File: src/pcr_pkg.sv
// Purpose: shared constants and types for the power-up configuration loader
// Assumes: one 40 MHz clock, asynchronous active-high power-on reset
// Notes:   behaviour summary below; lamp and switch levels active high
//
// Behaviour
// - factory defaults are uncoded beams, restart interlock off, contactor monitor off.
// - restart interlock or contactor monitor changes refused unless factory reset came first.
// - beam coding and other functions may change at any power-up without reset.
// - each unit runs the reset sequence alone; role only picks a lamp.
// - both switches on, set while unpowered, request a factory reset.
// - during the reset window field lamp alternates yellow and green.
// - next power-up with switches off confirms reset by flashing field lamp green.
// - then transmitter lights state lamp red, receiver lights safety output lamp red.
// - switches off/off uncoded, on/off code 1, off/on code 2, on/on reset.
// - configuration mode ends only by a supply interruption.
package pcr_pkg;

  // ----------------------------------------------------------------
  // timing
  // ----------------------------------------------------------------
  localparam longint unsigned CLK_HZ     = 64'd40_000_000;
  localparam longint unsigned WINDOW_MS  = 64'd10_000;
  localparam longint unsigned FLASH_MS   = 64'd250;
  // longest time, so round down
  localparam int unsigned     WINDOW_CYC = 32'(WINDOW_MS * CLK_HZ / 64'd1000);
  localparam int unsigned     FLASH_CYC  = 32'(FLASH_MS * CLK_HZ / 64'd1000);
  localparam int              TMR_W      = 29;
  localparam int              FLS_W      = 24;

  // ----------------------------------------------------------------
  // switch encoding
  // ----------------------------------------------------------------
  localparam logic [1:0] SW_UNCODED = 2'h0;
  localparam logic [1:0] SW_RESET   = 2'h3;

  // ----------------------------------------------------------------
  // register map and fields
  // ----------------------------------------------------------------
  localparam int         ADDR_W     = 4;
  localparam logic [3:0] CTRL_OFS   = 4'h0;
  localparam logic [3:0] STAT_OFS   = 4'h4;
  localparam int         CTRL_RI    = 0;
  localparam int         CTRL_CF    = 1;
  localparam int         STAT_REF   = 7;
  localparam logic [1:0] RESP_OKAY  = 2'h0;
  localparam logic [1:0] RESP_SLV   = 2'h2;

  typedef enum logic [1:0] {PCR_OFF, PCR_ARMED, PCR_RUN, PCR_CFG} pcr_mode_t;

  typedef struct packed {
    logic              awvalid;
    logic [ADDR_W-1:0] awaddr;
    logic              wvalid;
    logic [31:0]       wdata;
    logic [3:0]        wstrb;
    logic              bready;
    logic              arvalid;
    logic [ADDR_W-1:0] araddr;
    logic              rready;
  } pcr_axi_req_t;

  typedef struct packed {
    logic        awready;
    logic        wready;
    logic        bvalid;
    logic [1:0]  bresp;
    logic        arready;
    logic        rvalid;
    logic [31:0] rdata;
    logic [1:0]  rresp;
  } pcr_axi_rsp_t;

  typedef struct packed {
    logic field_green;
    logic field_yellow;
    logic state_red;
    logic safety_red;
  } pcr_lamp_t;

  typedef struct packed {
    logic [1:0] beam_code;
    logic       restart_cfg;
    logic       cfb_cfg;
  } pcr_cfg_t;

endpackage : pcr_pkg

File: src/pcr_loader.sv
// Purpose: power-up switch sampling, factory reset sequence, config locks
// Assumes: supply_ok and switches are asynchronous pins
// Notes:   settings survive supply loss; rst or a confirmed factory reset clears them
`timescale 1ns/100ps
`default_nettype none

module pcr_loader
  import pcr_pkg::*;
#(
  parameter int unsigned WIN_CYC = WINDOW_CYC,
  parameter int unsigned FLS_CYC = FLASH_CYC
) (
  input  wire logic         ref_clk,
  input  wire logic         rst,
  input  wire logic         supply_ok,
  input  wire logic         cfg_switch_1,
  input  wire logic         cfg_switch_2,
  input  wire logic         unit_is_receiver,
  input  wire pcr_axi_req_t axi_req,
  output wire pcr_axi_rsp_t axi_rsp,
  output wire pcr_lamp_t    lamps,
  output wire pcr_cfg_t     cfg_out,
  output wire logic         config_mode
);

  // ----------------------------------------------------------------
  // state
  // ----------------------------------------------------------------
  typedef struct packed {
    logic [3:0]        sync1;
    logic [3:0]        sync2;
    logic              supply_prev;
    pcr_mode_t         mode;
    logic [TMR_W-1:0]  timer;
    logic [FLS_W-1:0]  flash_cnt;
    logic              flash_ph;
    logic              armed;
    logic              cfg_open;
    pcr_cfg_t          cfg;
    logic              refused;
    pcr_lamp_t         lamps;
    logic              cfg_mode;
    pcr_axi_rsp_t      rsp;
    logic              aw_got;
    logic [ADDR_W-1:0] aw_addr;
    logic              w_got;
    logic [31:0]       w_data;
    logic [3:0]        w_strb;
  } pcr_state_t;

  pcr_state_t st_reg;
  pcr_state_t st_next;
  logic       sup;
  logic [1:0] sw;
  logic       role;

  function automatic logic is_mapped(input logic [ADDR_W-1:0] a);
    return (a == CTRL_OFS) || (a == STAT_OFS);
  endfunction : is_mapped

  function automatic logic [31:0] rd_word(input logic [ADDR_W-1:0] a, input pcr_state_t s);
    logic [31:0] d;
    d = 32'h0;
    if (a == CTRL_OFS) begin
      d[CTRL_RI] = s.cfg.restart_cfg;
      d[CTRL_CF] = s.cfg.cfb_cfg;
    end else if (a == STAT_OFS) begin
      d[8:0] = {s.sync2[0], s.refused, s.armed, s.cfg.cfb_cfg, s.cfg.restart_cfg,
                s.cfg.beam_code, s.mode};
    end
    return d;
  endfunction : rd_word

  assign sup  = st_reg.sync2[3];
  assign sw   = st_reg.sync2[2:1];
  assign role = st_reg.sync2[0];

  // ----------------------------------------------------------------
  // next state
  // ----------------------------------------------------------------
  always_comb begin
    st_next             = st_reg;
    st_next.sync1       = {supply_ok, cfg_switch_2, cfg_switch_1, unit_is_receiver};
    st_next.sync2       = st_reg.sync1;
    st_next.supply_prev = sup;

    if (st_reg.flash_cnt == FLS_W'(FLS_CYC - 1)) begin
      st_next.flash_cnt = '0;
      st_next.flash_ph  = ~st_reg.flash_ph;
    end else begin
      st_next.flash_cnt = st_reg.flash_cnt + FLS_W'(1);
    end

    unique case (st_reg.mode)
      PCR_OFF: begin
        if (sup && !st_reg.supply_prev) begin
          if (sw == SW_RESET) begin
            st_next.mode  = PCR_ARMED;
            st_next.timer = '0;
          end else if (st_reg.armed) begin
            st_next.cfg.beam_code   = SW_UNCODED;
            st_next.cfg.restart_cfg = 1'b0;
            st_next.cfg.cfb_cfg     = 1'b0;
            st_next.armed           = 1'b0;
            st_next.cfg_open        = 1'b1;
            st_next.mode            = PCR_CFG;
          end else begin
            st_next.cfg.beam_code = sw;
            st_next.mode          = PCR_RUN;
          end
        end
      end
      PCR_ARMED: begin
        if (!sup) begin
          st_next.armed = 1'b1;
          st_next.mode  = PCR_OFF;
        end else if (st_reg.timer == TMR_W'(WIN_CYC - 1)) begin
          // drop the request so a later power-up runs normally
          st_next.armed = 1'b0;
          st_next.mode  = PCR_RUN;
        end else begin
          st_next.timer = st_reg.timer + TMR_W'(1);
        end
      end
      PCR_RUN: begin
        if (!sup) st_next.mode = PCR_OFF;
      end
      PCR_CFG: begin
        // no other exit: config mode is left only through the supply
        if (!sup) begin
          st_next.mode     = PCR_OFF;
          st_next.cfg_open = 1'b0;
        end
      end
    endcase

    // write channel, address and data taken in either order
    if (axi_req.awvalid && st_reg.rsp.awready) begin
      st_next.aw_got  = 1'b1;
      st_next.aw_addr = axi_req.awaddr;
    end
    if (axi_req.wvalid && st_reg.rsp.wready) begin
      st_next.w_got  = 1'b1;
      st_next.w_data = axi_req.wdata;
      st_next.w_strb = axi_req.wstrb;
    end
    if (st_reg.rsp.bvalid && axi_req.bready) st_next.rsp.bvalid = 1'b0;
    if (st_reg.aw_got && st_reg.w_got && !st_reg.rsp.bvalid) begin
      st_next.aw_got     = 1'b0;
      st_next.w_got      = 1'b0;
      st_next.rsp.bvalid = 1'b1;
      st_next.rsp.bresp  = is_mapped(st_reg.aw_addr) ? RESP_OKAY : RESP_SLV;
      if (st_reg.aw_addr == STAT_OFS && st_reg.w_strb[0] && st_reg.w_data[STAT_REF])
        st_next.refused = 1'b0;
      if (st_reg.aw_addr == CTRL_OFS && st_reg.w_strb[0] &&
          (st_reg.w_data[CTRL_RI] || st_reg.w_data[CTRL_CF])) begin
        // lock opens only in config mode entered through a factory reset
        if (st_reg.mode == PCR_CFG && st_reg.cfg_open) begin
          if (st_reg.w_data[CTRL_RI]) st_next.cfg.restart_cfg = 1'b1;
          if (st_reg.w_data[CTRL_CF]) st_next.cfg.cfb_cfg = 1'b1;
        end else begin
          st_next.refused = 1'b1;
        end
      end
    end
    st_next.rsp.awready = !st_next.aw_got && !st_next.rsp.bvalid;
    st_next.rsp.wready  = !st_next.w_got && !st_next.rsp.bvalid;

    // read channel
    if (st_reg.rsp.rvalid && axi_req.rready) st_next.rsp.rvalid = 1'b0;
    if (axi_req.arvalid && st_reg.rsp.arready) begin
      st_next.rsp.rvalid = 1'b1;
      st_next.rsp.rdata  = rd_word(axi_req.araddr, st_reg);
      st_next.rsp.rresp  = is_mapped(axi_req.araddr) ? RESP_OKAY : RESP_SLV;
    end
    st_next.rsp.arready = !st_next.rsp.rvalid;

    // lamps follow the next mode so they change with it
    st_next.lamps = '0;
    unique case (st_next.mode)
      PCR_OFF: st_next.lamps = '0;
      PCR_ARMED: begin
        st_next.lamps.field_green  = st_next.flash_ph;
        st_next.lamps.field_yellow = !st_next.flash_ph;
      end
      PCR_RUN: st_next.lamps.field_green = 1'b1;
      PCR_CFG: begin
        st_next.lamps.field_green = st_next.flash_ph;
        // role picks the lamp only; no link to the far unit is needed
        st_next.lamps.state_red   = !role;
        st_next.lamps.safety_red  = role;
      end
    endcase
    st_next.cfg_mode = (st_next.mode == PCR_CFG);
  end

  always_ff @(posedge ref_clk or posedge rst) begin
    if (rst) begin
      st_reg <= '0;
    end else begin
      st_reg <= st_next;
    end
  end

  assign axi_rsp     = st_reg.rsp;
  assign lamps       = st_reg.lamps;
  assign cfg_out     = st_reg.cfg;
  assign config_mode = st_reg.cfg_mode;
endmodule : pcr_loader

`default_nettype wire

File: config.mk
export PLATFORM = sky130hd
export DESIGN_NAME = pcr_loader
export DESIGN_NICKNAME = d
export VERILOG_FILES = /design/src/pcr_pkg.sv /design/src/pcr_loader.sv
export SDC_FILE = /design/constraint.sdc
export NUM_CORES = 1
export LEC_CHECK = 0
export ABC_CLOCK_PERIOD_IN_PS = 2800
export BUFFER_PORTS_ARGS = -buffer_cell sky130_fd_sc_hd__buf_2
export CORE_MARGIN = 1.5
export CORE_UTILIZATION = 30
export CTS_BUF_LIST = sky130_fd_sc_hd__clkbuf_16
export DETAILED_ROUTE_END_ITERATION = 16
export HOLD_SLACK_MARGIN = 0.03
export PLACE_DENSITY = 0.48
export SYNTH_ARGS = -nofsm -noshare
export SYNTH_HDL_FRONTEND = slang
export SYNTH_SLANG_ARGS = --single-unit
File: constraint.sdc
create_clock -name ref_clk -period 2.8 [get_ports ref_clk]
set_input_delay 0.28 -clock ref_clk [delete_from_list [all_inputs] [get_ports ref_clk]]
set_output_delay 0.28 -clock ref_clk [all_outputs]
set_load 0.02 [all_outputs]
After elaboration in Yosys (flattened, before gate mapping). Index checks and enable logic that the tools add are counted. Widths: inputs -> output; s select.

Register bits after elaboration: 137. Bits in latches: 0. Memory bits (writable): 0. ROM bits: 0. Bits of input ports: 55. Output and inout port bits: 50. Memories kept: 0.

Add/sub/neg operators: 2. Multiply operators: 0. Divide/modulo/power cells: 0. Magnitude comparators: 0. Eq/ne operators: 19. Shift operators: 0. Muxes and demuxes: 47. Bitwise logic cells: 2. Reduce and logical (&&, ||, !) cells: 38.

Operators by type and width (count): $mux 29 (3); $pmux 29 s2 (1); $mux 37 (1); $mux 35 (1); $mux 31 (1); $add 29x1->29 const B (1); $eq 29x29->1 const B (1); $add 24x1->24 const B (1); $eq 24x24->1 const B (1); $mux 2 (12); $mux 24 (1); $logic_and 1x1->1 (15); $mux 1 (15); $ne 2x2->1 const B (7); $mux 6 (2); $eq 2x2->1 const B (5); $reduce_and 5->1 (2); $mux 3 (3); $mux 9 (1); $eq 4x3->1 const B (2); $logic_not 1->1 (8); $logic_not 4->1 (2); $mux 7 (1); $pmux 2 s3 (1); other kinds (12) (20).

Logic depth before layout (Yosys ltp).
Depth in word-level cells: 8. Gate-level depth with buffers: 7.

Worst setup path after synthesis. No wires, ideal clock.

Kind: flip-flop to flip-flop. From: register st_reg[120] in the netlist's numbering. To: register st_reg[148] in the netlist's numbering. Library setup time: 0.121 ns. Arrival time: 1.603 ns. Setup slack: 1.076 ns. Cell stages (with the launch flop): 8. Path buffers: 1. Clock period less this slack: 1.724 ns. Cells stage by stage: dfrtp_1 > ha_1 > and3_1 > o2111ai_1 > clkbuf_1 > nor4_1 > xnor2_1 > nor2_1.

Longest elaborated chain between the ends: 4. Elaborated cells on any way between the ends: 7. Classes of those cells: add/sub: 1; eq/ne: 2; mux: 3; reduce/logical: 1.

RTL lines: start, declared (RTL line pcr_loader.sv:51) `pcr_state_t st_reg;`; start signal, assigned (RTL line pcr_loader.sv:201) `st_reg <= st_next;`; $add 29x1->29 (RTL line pcr_loader.sv:122) `st_next.timer = st_reg.timer + TMR_W'(1);`; $mux 29 (RTL line pcr_loader.sv:117) `end else if (st_reg.timer == TMR_W'(WIN_CYC - 1)) begin`; $mux 29 (RTL line pcr_loader.sv:114) `if (!sup) begin`; $pmux 29 s2 (RTL line pcr_loader.sv:94) `unique case (st_reg.mode)`.

Parallel ways exist; a longest one is shown, timed or not. The select of a mux whose other input is x is not followed. A chain may end at the register's enable or synchronous reset.

Final worst setup path. Same ends and word-level chain as after synthesis.

==> impl_metrics.env <==
export IMPL_postCtsSetupBuffers=0
export IMPL_worstPathMaxFanout=11
export IMPL_hold_class="input port to flip-flop"
export IMPL_setup_viol=0
export IMPL_synth_top_area_share=0.524
export IMPL_drc_errors=0
export IMPL_cts_buffers=9
export IMPL_wl_per_cell_um=12.5
export IMPL_path_cells="ha_1 > and3_1 > o2111ai_1 > nor4_1 > xnor2_1 > nor2_1"
export IMPL_cts_tree="done"
export IMPL_cts_resized=0
export IMPL_finalClockSkew_ns=0.00684
export IMPL_antenna_left=0
export IMPL_power_density_nw_per_um2=652
export IMPL_path_clk_slew_ns=0.07
export IMPL_ys_seq_area_frac=0.524
export IMPL_syn2layout_area_growth_pct=11.6
export IMPL_grt_pass1_wl_mm=15.1
export IMPL_grt_max_degree=104
export IMPL_drtPass1Iterations=5
export IMPL_rsz0062_at_grt="no"
export IMPL_synth_xor_area_share=0.0728
export IMPL_synth_simple_area_share=0.198
export IMPL_hold_slack_ns=0.0579
export IMPL_ctsLongestPathBuffers=2
export IMPL_synthTopCellsByArea="dfrtp_1 52%, buf_4 7.5%, nor2_1 3.6%"
export IMPL_cpPeakStageDelay_ns=0.52
export IMPL_start_kind="flip-flop"
export IMPL_postLayoutCoreUtil=0.344
export IMPL_antenna_found_initial=0
export IMPL_synth_most_common_cell="dfrtp_1"
export IMPL_synth_main_ff_cell="dfrtp_1"
export IMPL_crit_arrival_ns=2.44
export IMPL_nets=560
export IMPL_ir_drop_v=0.000452
export IMPL_crit_buf_inv=0
export IMPL_fillers=1646
export IMPL_grt_overflow=0
export IMPL_fin_crit_sh=0.795
export IMPL_largest_reg_flops=72
export IMPL_core_area_um2=15900
export IMPL_postSynthAreaPerCell_um2=10.3
export IMPL_synth_top_family_by_area="simple AND/OR/NAND/NOR gates"
export IMPL_viasPerCell=4.55
export IMPL_slew_violations=0
export IMPL_hpwl_mm=6.26
export IMPL_grt_pass1_vias=3083
export IMPL_drtIter0Drc=148
export IMPL_crit_path_end_kind="flip-flop"
export IMPL_timing_slew_headroom=0.343
export IMPL_setup_ws_ns=0.574
export IMPL_fp_row_count=46
export IMPL_dieHeight_um=131
export IMPL_status="complete, no violations"
export IMPL_final_setup_tns_ns=0
export IMPL_fmax_mhz=449
export IMPL_ys_top_cells_by_count="103 x dfrtp_1, 49 x buf_4, 47 x nor2_1, 34 x nand2_1, 22 x nand3_1"
export IMPL_io_buffer_count=47
export IMPL_synthMuxAreaShare=0.0244
export IMPL_htreeDepth=3
export IMPL_pin_count=105
export IMPL_hold_violations=0
export IMPL_dieArea_um2=17200
export IMPL_globalplace_congestion=0.818
export IMPL_vias=3296
export IMPL_syn_inst=476
export IMPL_diodes=0
export IMPL_dp_slack_ns=0.639
export IMPL_yosysWarnings=0
export IMPL_cap_violations=0
export IMPL_cp_slowest_cell="nor4_1"
export IMPL_syn_cell_area_um2=4920
export IMPL_ys_ff_latch=103
export IMPL_start_util=0.309
export IMPL_ys_types=48
export IMPL_drive_above_1_share=0.161
export IMPL_synth_largest_area_cell="dfrtp_1"
export IMPL_tightest_slew_ns=0.985
export IMPL_p_total_w=0.00358
export IMPL_die_w_um=131
export IMPL_root_buffer="clkbuf_16"
export IMPL_leakagePower_nw=2.54
export IMPL_cp_top_family="simple AND/OR/NAND/NOR gates"
export IMPL_synth_fa_ha_area_frac=0.00509
export IMPL_insertion_delay_ns=0.34
export IMPL_synth_edf_count=0
export IMPL_async_reset_ff_frac=1.00
export IMPL_period_minus_slack_ns=2.23
export IMPL_crit_type="flip-flop to flip-flop"
export IMPL_cts_hold_buf=2
export IMPL_worstPathRequired_ns=3.02
export IMPL_routed_wl_mm=9.08
export IMPL_cts_sinks=103
export IMPL_synth_compound_area_frac=0.0781
export IMPL_grt_use_total=0.112
==> cells in the final DEF, fill, tap and decap left out, types with 3 or more instances in the layout <==
cell type / instances
and2_1: 3
and3_1: 7
dfrtp_1: 103
nand4_1: 16
xnor2_1: 19
nor2_1: 47
nor2b_1: 8
mux2_2: 8
clkbuf_16: 9
or3_1: 9
nor3_1: 8
nand3_1: 22
nand2_1: 34
a21oi_1: 17
mux2i_1: 3
nor4_1: 7
xor2_1: 20
dlygate4sd3_1: 3
nand2b_1: 3
buf_2: 47
inv_1: 13
and4_1: 7
a22o_1: 9
conb_1: 25
o21ai_0: 20
==> area by class of cell <==
cell class / count / area [um^2] / share of cell area
Sequential cell: 103 / 2580 / 0.470
Multi-Input combinational cell: 322 / 1960 / 0.357
Timing Repair Buffer: 53 / 300 / 0.0547
Tap cell: 216 / 270 / 0.0492
Clock buffer: 9 / 225 / 0.0410
Clock inverter: 7 / 101 / 0.0185
Inverter: 14 / 56.3 / 0.0103
==> report_power, final <==
| part | switching [W] | internal [W] |
|---|---|---|
| logic | 0.000269 | 0.000188 |
| clock network | 0.000559 | 0.000794 |
| registers | 0.000120 | 0.00165 |
| total | 0.000948 | 0.00263 |
==> through the flow <==
stage	std cells	cell area, um^2
after floorplan	500	5010
after global placement	705	5130
after detailed placement	705	5130
after CTS	723	5480
after global routing	724	5490
final	724	5490
==> metal layers <==
layer,vias up,GRT usage,wire [um],part of all wire
met5,-,0,0,0
met4,0,0.0349,113,0.012
met3,10,0.0322,379,0.042
met2,67,0.165,4210,0.46
met1,1595,0.158,4370,0.48
li1,1624,-,-,-
==> kinds of logic (layout without fill, tap and decap cells) <==
group                      count (synthesis)  in the layout
xor gates and xnor gates                  40             40
AOI/OAI and AO/OA                         60             60
buffers and inverters                     75             83
and+or+nand+nor                          184            184
adders and majority gates                  2              2
DFF                                      103            103
muxes                                     11             11
other                                      1             25
==> final timing paths <==
kind / to / slack [ns] / cells after the start / start
worst max-delay path: st_reg[148]$_DFFE_PP0P_ / 0.57 / 6 / st_reg[120]$_DFFE_PP0P_
worst min-delay path: st_next[152]$_DFF_PP0_ / 0.06 / 1 / unit_is_receiver
worst max register to register: st_reg[148]$_DFFE_PP0P_ / 0.57 / 6 / st_reg[120]$_DFFE_PP0P_
worst min register to register: st_reg[153]$_DFF_PP0_ / 0.35 / 0 / st_next[153]$_DFF_PP0_
max in group asynchronous: st_reg[140]$_DFFE_PP0P_ / 2.29 / 3 / rst
min in group asynchronous: st_reg[96]$_DFF_PP0_ / 0.09 / 3 / rst
Note: power is estimated with default switching activity, not from simulation.
